## src/verilog/msb_consts.vh

```
`ifndef MSB_CONSTS_VH
`define MSB_CONSTS_VH

// APB byte offsets
`define MSB_CMD_OFS      8'h00
`define MSB_STAT_OFS     8'h04
`define MSB_FLAGS_OFS    8'h08
`define MSB_RSEL_OFS     8'h0C
`define MSB_RDATA_OFS    8'h10
`define MSB_IOSEL_OFS    8'h14
`define MSB_IODATA_OFS   8'h18
`define MSB_SP_OFS       8'h1C

// Command word fields
`define MSB_CMD_OP_LSB   0
`define MSB_CMD_OP_MSB   4
`define MSB_CMD_REG_LSB  8
`define MSB_CMD_REG_MSB  12
`define MSB_CMD_BIT_LSB  16
`define MSB_CMD_BIT_MSB  18
`define MSB_CMD_IO_LSB   24
`define MSB_CMD_IO_MSB   28

// Operation codes
`define MSB_OP_NOP       5'h00
`define MSB_OP_PMLOAD    5'h01
`define MSB_OP_PUSH      5'h02
`define MSB_OP_POP       5'h03
`define MSB_OP_IOSET     5'h04
`define MSB_OP_IOCLR     5'h05
`define MSB_OP_SHL       5'h06
`define MSB_OP_SHR       5'h07
`define MSB_OP_RCL       5'h08
`define MSB_OP_RCR       5'h09
`define MSB_OP_SAR       5'h0A
`define MSB_OP_TSTORE    5'h0B
`define MSB_OP_TLOAD     5'h0C
`define MSB_OP_SSET      5'h0D
`define MSB_OP_SWAP      5'h0E
`define MSB_OP_FSET      5'h0F
`define MSB_OP_FCLR      5'h10

// Status register bit positions
`define MSB_SR_C         0
`define MSB_SR_Z         1
`define MSB_SR_N         2
`define MSB_SR_V         3
`define MSB_SR_S         4
`define MSB_SR_H         5
`define MSB_SR_T         6
`define MSB_SR_I         7

// Execution cycle counts
`define MSB_CYC_PMLOAD   2'h3
`define MSB_CYC_TWO      2'h2
`define MSB_CYC_ONE      2'h1

// Reset values
`define MSB_FLAGS_RST    8'h00
`define MSB_SP_RST       8'h0F

`endif

```

## src/verilog/msb_exec.v

```verilog
// Design decisions made here: the APB interface to the registers and the address map.
`timescale 1ns/1ps
`include "msb_consts.vh"

module msb_exec (
    input  wire        sys_clk,
    input  wire        resetn,
    input  wire        psel,
    input  wire        penable,
    input  wire        pwrite,
    input  wire [7:0]  paddr,
    input  wire [31:0] pwdata,
    output reg  [31:0] prdata,
    output reg         pready,
    output reg         pslverr,
    output reg  [15:0] pm_addr,
    input  wire [7:0]  pm_data,
    output reg         busy
);
    localparam ST_IDLE = 1'b0;
    localparam ST_RUN  = 1'b1;

    reg  [7:0]  reg_file [0:31];
    reg  [7:0]  io_space [0:31];
    reg  [7:0]  stack_mem [0:15];

    reg         state_r;
    reg  [1:0]  cnt_r;
    reg  [4:0]  op_r;
    reg  [4:0]  rsel_op_r;
    reg  [2:0]  bit_r;
    reg  [4:0]  io_r;
    reg  [7:0]  flags_r;
    reg  [7:0]  sp_r;
    reg  [4:0]  rsel_r;
    reg  [4:0]  iosel_r;
    reg  [7:0]  pm_data_r;
    reg  [7:0]  flags_nxt;
    reg  [7:0]  sp_nxt;
    reg  [4:0]  rsel_nxt;
    reg  [4:0]  iosel_nxt;
    reg  [31:0] rdata_nxt;
    reg         err_nxt;

    wire [7:0]  opnd;
    wire [7:0]  sh_res;
    wire        sh_c;
    wire        sh_z;
    wire        sh_n;
    wire        sh_v;
    wire [15:0] zptr;
    wire        apb_setup;
    wire        apb_wr;
    wire        idle_wr;
    wire        cmd_go;
    wire        last_cyc;
    wire        wr_flags;
    wire        wr_sp;
    wire        wr_rsel;
    wire        wr_rdata;
    wire        wr_iosel;
    wire        wr_iodata;
    wire [3:0]  sp_push;
    wire [3:0]  sp_pop;

    function [1:0] op_cycles;
        input [4:0] op;
        begin
            case (op)
                `MSB_OP_PMLOAD: op_cycles = `MSB_CYC_PMLOAD;
                `MSB_OP_PUSH,
                `MSB_OP_POP,
                `MSB_OP_IOSET,
                `MSB_OP_IOCLR:  op_cycles = `MSB_CYC_TWO;
                default:        op_cycles = `MSB_CYC_ONE;
            endcase
        end
    endfunction

    function [7:0] bit_put;
        input [7:0] val;
        input [2:0] pos;
        input       b;
        reg   [7:0] m;
        begin
            m       = 8'h01 << pos;
            bit_put = b ? (val | m) : (val & ~m);
        end
    endfunction

    function op_is_shift;
        input [4:0] op;
        begin
            case (op)
                `MSB_OP_SHL,
                `MSB_OP_SHR,
                `MSB_OP_RCL,
                `MSB_OP_RCR,
                `MSB_OP_SAR: op_is_shift = 1'b1;
                default:     op_is_shift = 1'b0;
            endcase
        end
    endfunction

    assign opnd      = reg_file[rsel_op_r];
    assign zptr      = {reg_file[5'h1F], reg_file[5'h1E]};
    assign apb_setup = psel & ~penable;
    assign apb_wr    = psel & penable & pready & pwrite;
    assign idle_wr   = apb_wr & (state_r == ST_IDLE);
    assign cmd_go    = idle_wr & (paddr == `MSB_CMD_OFS);
    assign wr_flags  = idle_wr & (paddr == `MSB_FLAGS_OFS);
    assign wr_sp     = idle_wr & (paddr == `MSB_SP_OFS);
    assign wr_rsel   = idle_wr & (paddr == `MSB_RSEL_OFS);
    assign wr_rdata  = idle_wr & (paddr == `MSB_RDATA_OFS);
    assign wr_iosel  = idle_wr & (paddr == `MSB_IOSEL_OFS);
    assign wr_iodata = idle_wr & (paddr == `MSB_IODATA_OFS);
    assign last_cyc  = (state_r == ST_RUN) && (cnt_r == 2'h1);
    assign sp_push   = sp_r[3:0];
    assign sp_pop    = sp_r[3:0] + 4'h1;

    msb_shift u_shift (
        .op    (op_r),
        .din   (opnd),
        .cin   (flags_r[`MSB_SR_C]),
        .res   (sh_res),
        .c_out (sh_c),
        .z_out (sh_z),
        .n_out (sh_n),
        .v_out (sh_v)
    );

    // Sequencer
    always @(posedge sys_clk or negedge resetn) begin
        if (!resetn) begin
            state_r   <= ST_IDLE;
            cnt_r     <= 2'h0;
            op_r      <= `MSB_OP_NOP;
            rsel_op_r <= 5'h00;
            bit_r     <= 3'h0;
            io_r      <= 5'h00;
            busy      <= 1'b0;
            pm_addr   <= 16'h0000;
            pm_data_r <= 8'h00;
        end else begin
            case (state_r)
                ST_IDLE: begin
                    if (cmd_go) begin
                        op_r      <= pwdata[`MSB_CMD_OP_MSB:`MSB_CMD_OP_LSB];
                        rsel_op_r <= pwdata[`MSB_CMD_REG_MSB:`MSB_CMD_REG_LSB];
                        bit_r     <= pwdata[`MSB_CMD_BIT_MSB:`MSB_CMD_BIT_LSB];
                        io_r      <= pwdata[`MSB_CMD_IO_MSB:`MSB_CMD_IO_LSB];
                        cnt_r     <= op_cycles(pwdata[`MSB_CMD_OP_MSB:`MSB_CMD_OP_LSB]);
                        state_r   <= ST_RUN;
                        busy      <= 1'b1;
                    end
                end
                ST_RUN: begin
                    if (op_r == `MSB_OP_PMLOAD && cnt_r == `MSB_CYC_PMLOAD)
                        pm_addr <= zptr;
                    if (op_r == `MSB_OP_PMLOAD && cnt_r == 2'h2)
                        pm_data_r <= pm_data;
                    if (last_cyc) begin
                        state_r <= ST_IDLE;
                        busy    <= 1'b0;
                        cnt_r   <= 2'h0;
                    end else begin
                        cnt_r <= cnt_r - 2'h1;
                    end
                end
                default: begin
                    state_r <= ST_IDLE;
                    busy    <= 1'b0;
                end
            endcase
        end
    end

    // Register file, write port
    always @(posedge sys_clk) begin
        if (last_cyc) begin
            if (op_is_shift(op_r))
                reg_file[rsel_op_r] <= sh_res;
            case (op_r)
                `MSB_OP_PMLOAD: begin
                    reg_file[rsel_op_r] <= pm_data_r;
                    if (rsel_op_r != 5'h1E && rsel_op_r != 5'h1F) begin
                        reg_file[5'h1E] <= zptr[7:0] + 8'h01;
                        reg_file[5'h1F] <= (zptr[7:0] == 8'hFF) ? zptr[15:8] + 8'h01 : zptr[15:8];
                    end
                end
                `MSB_OP_POP: begin
                    reg_file[rsel_op_r] <= stack_mem[sp_pop];
                end
                `MSB_OP_TLOAD: begin
                    reg_file[rsel_op_r] <= bit_put(opnd, bit_r, flags_r[`MSB_SR_T]);
                end
                `MSB_OP_SWAP: begin
                    reg_file[rsel_op_r] <= {opnd[3:0], opnd[7:4]};
                end
                default: begin
                end
            endcase
        end else if (wr_rdata) begin
            reg_file[rsel_r] <= pwdata[7:0];
        end
    end

    // Stack and I/O space
    always @(posedge sys_clk) begin
        if (last_cyc && op_r == `MSB_OP_PUSH)
            stack_mem[sp_push] <= opnd;
        if (last_cyc && op_r == `MSB_OP_IOSET)
            io_space[io_r] <= bit_put(io_space[io_r], bit_r, 1'b1);
        else if (last_cyc && op_r == `MSB_OP_IOCLR)
            io_space[io_r] <= bit_put(io_space[io_r], bit_r, 1'b0);
        else if (wr_iodata)
            io_space[iosel_r] <= pwdata[7:0];
    end

    // Next status flags, stack pointer and selectors
    always @* begin
        flags_nxt = flags_r;
        sp_nxt    = sp_r;
        rsel_nxt  = rsel_r;
        iosel_nxt = iosel_r;
        if (last_cyc) begin
            if (op_is_shift(op_r)) begin
                flags_nxt[`MSB_SR_C] = sh_c;
                flags_nxt[`MSB_SR_Z] = sh_z;
                flags_nxt[`MSB_SR_N] = sh_n;
                flags_nxt[`MSB_SR_V] = sh_v;
            end
            case (op_r)
                `MSB_OP_PUSH: begin
                    sp_nxt = sp_r - 8'h01;
                end
                `MSB_OP_POP: begin
                    sp_nxt = sp_r + 8'h01;
                end
                `MSB_OP_TSTORE: begin
                    flags_nxt[`MSB_SR_T] = opnd[bit_r];
                end
                `MSB_OP_SSET: begin
                    flags_nxt[`MSB_SR_S] = 1'b1;
                end
                `MSB_OP_FSET: begin
                    flags_nxt[bit_r] = 1'b1;
                end
                `MSB_OP_FCLR: begin
                    flags_nxt[bit_r] = 1'b0;
                end
                default: begin
                end
            endcase
        end else begin
            if (wr_flags)
                flags_nxt = pwdata[7:0];
            if (wr_sp)
                sp_nxt = pwdata[7:0];
            if (wr_rsel)
                rsel_nxt = pwdata[4:0];
            if (wr_iosel)
                iosel_nxt = pwdata[4:0];
        end
    end

    // Status flags, stack pointer and selectors
    always @(posedge sys_clk or negedge resetn) begin
        if (!resetn) begin
            flags_r <= `MSB_FLAGS_RST;
            sp_r    <= `MSB_SP_RST;
            rsel_r  <= 5'h00;
            iosel_r <= 5'h00;
        end else begin
            flags_r <= flags_nxt;
            sp_r    <= sp_nxt;
            rsel_r  <= rsel_nxt;
            iosel_r <= iosel_nxt;
        end
    end

    // Read data mux, taken at the setup cycle
    always @* begin
        rdata_nxt = 32'h0000_0000;
        err_nxt   = 1'b0;
        case (paddr)
            `MSB_CMD_OFS: begin
                rdata_nxt = {27'h0, op_r};
            end
            `MSB_STAT_OFS: begin
                rdata_nxt = {16'h0, flags_r, 7'h00, busy};
            end
            `MSB_FLAGS_OFS: begin
                rdata_nxt = {24'h0, flags_r};
            end
            `MSB_RSEL_OFS: begin
                rdata_nxt = {27'h0, rsel_r};
            end
            `MSB_RDATA_OFS: begin
                rdata_nxt = {24'h0, reg_file[rsel_r]};
            end
            `MSB_IOSEL_OFS: begin
                rdata_nxt = {27'h0, iosel_r};
            end
            `MSB_IODATA_OFS: begin
                rdata_nxt = {24'h0, io_space[iosel_r]};
            end
            `MSB_SP_OFS: begin
                rdata_nxt = {24'h0, sp_r};
            end
            default: begin
                err_nxt = 1'b1;
            end
        endcase
    end

    // APB answer, one cycle after setup
    always @(posedge sys_clk or negedge resetn) begin
        if (!resetn) begin
            pready  <= 1'b0;
            pslverr <= 1'b0;
            prdata  <= 32'h0000_0000;
        end else begin
            pready  <= apb_setup;
            pslverr <= apb_setup & err_nxt;
            if (apb_setup)
                prdata <= rdata_nxt;
        end
    end
endmodule // msb_exec

```

## src/verilog/msb_shift.v

```verilog
`timescale 1ns/1ps
`include "msb_consts.vh"

module msb_shift (
    input  wire [4:0] op,
    input  wire [7:0] din,
    input  wire       cin,
    output reg  [7:0] res,
    output reg        c_out,
    output wire       z_out,
    output wire       n_out,
    output wire       v_out
);
    always @* begin
        res   = din;
        c_out = cin;
        case (op)
            `MSB_OP_SHL: begin
                res   = {din[6:0], 1'b0};
                c_out = din[7];
            end
            `MSB_OP_SHR: begin
                res   = {1'b0, din[7:1]};
                c_out = din[0];
            end
            `MSB_OP_RCL: begin
                res   = {din[6:0], cin};
                c_out = din[7];
            end
            `MSB_OP_RCR: begin
                res   = {cin, din[7:1]};
                c_out = din[0];
            end
            `MSB_OP_SAR: begin
                res   = {din[7], din[7:1]};
                c_out = din[0];
            end
            default: begin
                res   = din;
                c_out = cin;
            end
        endcase
    end

    assign z_out = (res == 8'h00);
    assign n_out = res[7];
    assign v_out = res[7] ^ c_out;
endmodule // msb_shift
```

## config.mk

```make
export PLATFORM = sky130hd
export DESIGN_NAME = msb_exec
export DESIGN_NICKNAME = d
export VERILOG_FILES = /design/src/verilog/msb_exec.v /design/src/verilog/msb_shift.v
export VERILOG_INCLUDE_DIRS = /design/src /design/src/verilog
export SDC_FILE = /design/constraint.sdc
export NUM_CORES = 1
export LEC_CHECK = 0
export ABC_CLOCK_PERIOD_IN_PS = 6600
export BUFFER_PORTS_ARGS = -buffer_cell sky130_fd_sc_hd__buf_2
export CAP_MARGIN = 10
export CORE_AREA = 4 4 248 250
export CTS_CLUSTER_DIAMETER = 120
export DETAILED_ROUTE_END_ITERATION = 8
export DIE_AREA = 0 0 252 254
export PLACE_DENSITY = 0.81
export SLEW_MARGIN = 0
export SYNTH_ARGS = -nofsm -noshare
export SYNTH_HDL_FRONTEND = slang
export SYNTH_SLANG_ARGS = --single-unit
```

## constraint.sdc

```tcl
create_clock -name sys_clk -period 6.6 [get_ports sys_clk]
set_clock_uncertainty 0.2 [all_clocks]
set_input_delay 0 -clock sys_clk [delete_from_list [all_inputs] [get_ports sys_clk]]
set_output_delay 0 -clock sys_clk [all_outputs]
set_load 0.005 [all_outputs]
```

==> flow_summary.ini <==
[outcome]
status = complete, no violations

[logic_synthesis]
synth_xor_xnor_area_share = 0.00572
netlist_top_cells_area = edfxtp_1 55%, mux4_2 20%, dfrtp_1 6.1%
synth_compound_area_frac = 0.0533
netlist_area_um2 = 35200
synth_top_area_frac = 0.546
ys_ff_latch = 730
synth_top_family_by_area = multiplexers
synth_fa_ha_area_frac = 0.00590
synth_top_cell_by_area = edfxtp_1
synth_enable_flop_cells = 640
syn_inst = 2110
synth_area_per_cell_um2 = 16.7
ys.flop_type = edfxtp_1
ys_async_sr_fraction = 0.123
ys_warn_count = 0
synth_mux_area_frac = 0.245
ys_types = 78
synthSimpleGateAreaFrac = 0.0562
seq_area_frac_synth = 0.610

[detailed_routing]
firstDrtPassIters = 6
drc_errors = 0
wl_per_cell_um = 31.1
drt_iter0_markers = 3482
routed_wl_um = 95000
vias_per_cell = 7.17
vias = 21900
ant_nets = 0

[setup_path]
criticalPathCategory = reg2reg
endpoint_kind = flop
cp.arrival_ns = 5.22
reg2regPathDepth = 8
start_kind = flop
cp_max_fo = 47
cp.required_ns = 6.62

[floorplanning]
die-area_um2 = 64000
fp.dieW_um = 252
core_um2 = 59000
die_h_um = 254
start_util = 0.596
io_pins = 104
rows = 89

[cells_and_area]
final_nets = 2286
fin_util = 0.667
final_common_cell = edfxtp_1
layout_common_cells = 640 x edfxtp_1, 305 x mux4_2, 139 x nor2_1, 113 x nand2_1, 107 x mux2i_1
final_layout_size_suffix_gt1_frac = 0.287
syn2layout_area_growth_pct = 11.9

[timing]
min_period_ns = 5.19
rsz0062_at_grt = no
tns_ns = 0
finalSetupViolCount = 0
fmax_ghz = 0.193
slew_headroom = 0.128
slew_violations = 0
post-route-period-util = 0.787
worst_slew_pin_slew_ns = 1.30
setup_slack_ns = 1.41
finalHoldViolCount = 0

[cts]
path_clk_slew_ns = 0.06
cts.sinks = 730
cts_buffers = 76
root_buffer = clkbuf_16
clock_latency_ns = 0.64
cts_resized = 0
clockBufferDepth = 3
htree_levels = 3
tritoncts = built

[place]
place_hpwl_um = 61400
gp_congestion = 0.934
port_buffers = 76
place_ws_ns = 1.60

[pwr]
power_mw = 9.46
pwr_density_cell_nw_per_um2 = 240
p_leak_nw = 12.8
ir_drop_uv = 249

[global_routing]
grt-ovfl-total = 0
grt_pass1_wl_um = 142000
grt_max_degree = 63
grt_util_all_layers = 0.299
grt_antenna_before_repair = 7
grt_pass1_vias = 21600

[worst_hold_path]
min_path_cells = 3
hold_path.class = in2reg

[job]
cap_violations = 0
where the power goes:
part | switching [mW] | internal (mW) | total [mW]
clock network | 1.84 | 2.45 | 4.29
logic | 0.103 | 0.0739 | 0.177
registers | 0.0176 | 4.98 | 5.00
total | 1.96 | 7.50 | 9.46
Yosys cell counts, types with 8 or more instances:
library cell / count
edfxtp_1: 640
mux4_2: 305
nor2_1: 140
nand2_1: 113
mux2i_1: 107
clkbuf_1: 92
dfrtp_1: 86
a21oi_1: 73
mux2_2: 57
o21ai_0: 41
nand3_1: 38
a22oi_1: 33
buf_2: 32
nor3_1: 24
buf_4: 21
a31oi_1: 17
inv_1: 17
nand2b_1: 16
and3_1: 15
ha_1: 15
a211oi_1: 14
buf_1: 14
a22o_1: 13
nand4_1: 13
xnor2_1: 12
o22ai_1: 11
xor2_1: 11
nor3b_1: 9
o21ai_1: 9
a221oi_1: 8
a222oi_1: 8
nor2b_1: 8
worst max-delay path, cell delays in order (launching register included):
cell       delay (ns)
dfrtp_4          0.97
inv_1            0.42
mux2_2           0.39
a2bb2oi_1        0.37
nand3_2          0.57
a221oi_2         0.71
a211oi_1         0.15
o21ai_1          0.43
inv_1            0.50
cell type report:
cell class	instances	area [um2]
fill	3781	19600
clock inverter	47	419
antenna	4	10.0
timing repair buffer	179	1350
inverter	17	63.8
multi-input combinational	1213	13000
tap	773	967
sequential	730	21500
clock buffer	95	2080
worst paths after layout:
path | start | endpoint | slack [ns]
max in group asynchronous | resetn | rsel_op_r[0]$_DFFE_PN0P_ | 4.93
setup / recovery | rsel_op_r[0]$_DFFE_PN0P_ | reg_file[24][7]$_DFFE_PP_ | 1.41
min in group asynchronous | resetn | prdata[8]$_DFFE_PN0P_ | 0.23
hold reg to reg | pm_addr[14]$_DFFE_PN0P_ | pm_addr[14]$_DFFE_PN0P_ | 0.31
hold / removal | pm_data[4] | pm_data_r[4]$_DFFE_PN0P_ | 0.05
setup reg to reg | rsel_op_r[0]$_DFFE_PN0P_ | reg_file[24][7]$_DFFE_PP_ | 1.41
what timing repair did:
item                       CTS  global route
hold endpoints to repair   239             0
setup buffers                0             0
hold buffers                60             0
setup endpoints to repair    0             0
cells by family after synthesis:
group                    Yosys count
AND/OR/NAND/NOR                  416
buffers and inverters            182
multiplexers                     470
AO/OA/AOI/OAI                    272
XOR/XNOR                          23
other                              1
adder cells (fa/ha/maj)           16
flip-flops                       730
sequential cells by signal (all words and copies together) (netlist names), named ones only:
name       count
io_space     256
pm_data_r      8
cnt_r          2
pslverr        1
stack_mem    128
io_r           5
reg_file     256
rsel_op_r      5
rsel_r         5
prdata        16
pm_addr       16
op_r           5
iosel_r        5
state_r        1
flags_r        6
pready         1
sp_r           8
busy           1
bit_r          3
per-stage QoR:
stage | cells | hold slack (ns) | instance area (um2)
after floorplan | 2125 | -0.496 | 35300
after global placement | 2848 | -0.274 | 36200
after detailed placement | 2848 | -0.260 | 36200
after CTS | 3050 | 0.00819 | 39300
after global routing | 3056 | 0.0389 | 39400
final | 3058 | 0.0526 | 39400
layer usage:
layer / vias up / track usage / wire (um)
met5: - / 0 / 53
met4: 8 / 0.109 / 4110
met3: 288 / 0.0791 / 12200
met2: 1616 / 0.463 / 44700
met1: 11200 / 0.420 / 34000
li1: 8849 / - / -
Note: power is estimated with default switching activity, not from simulation.
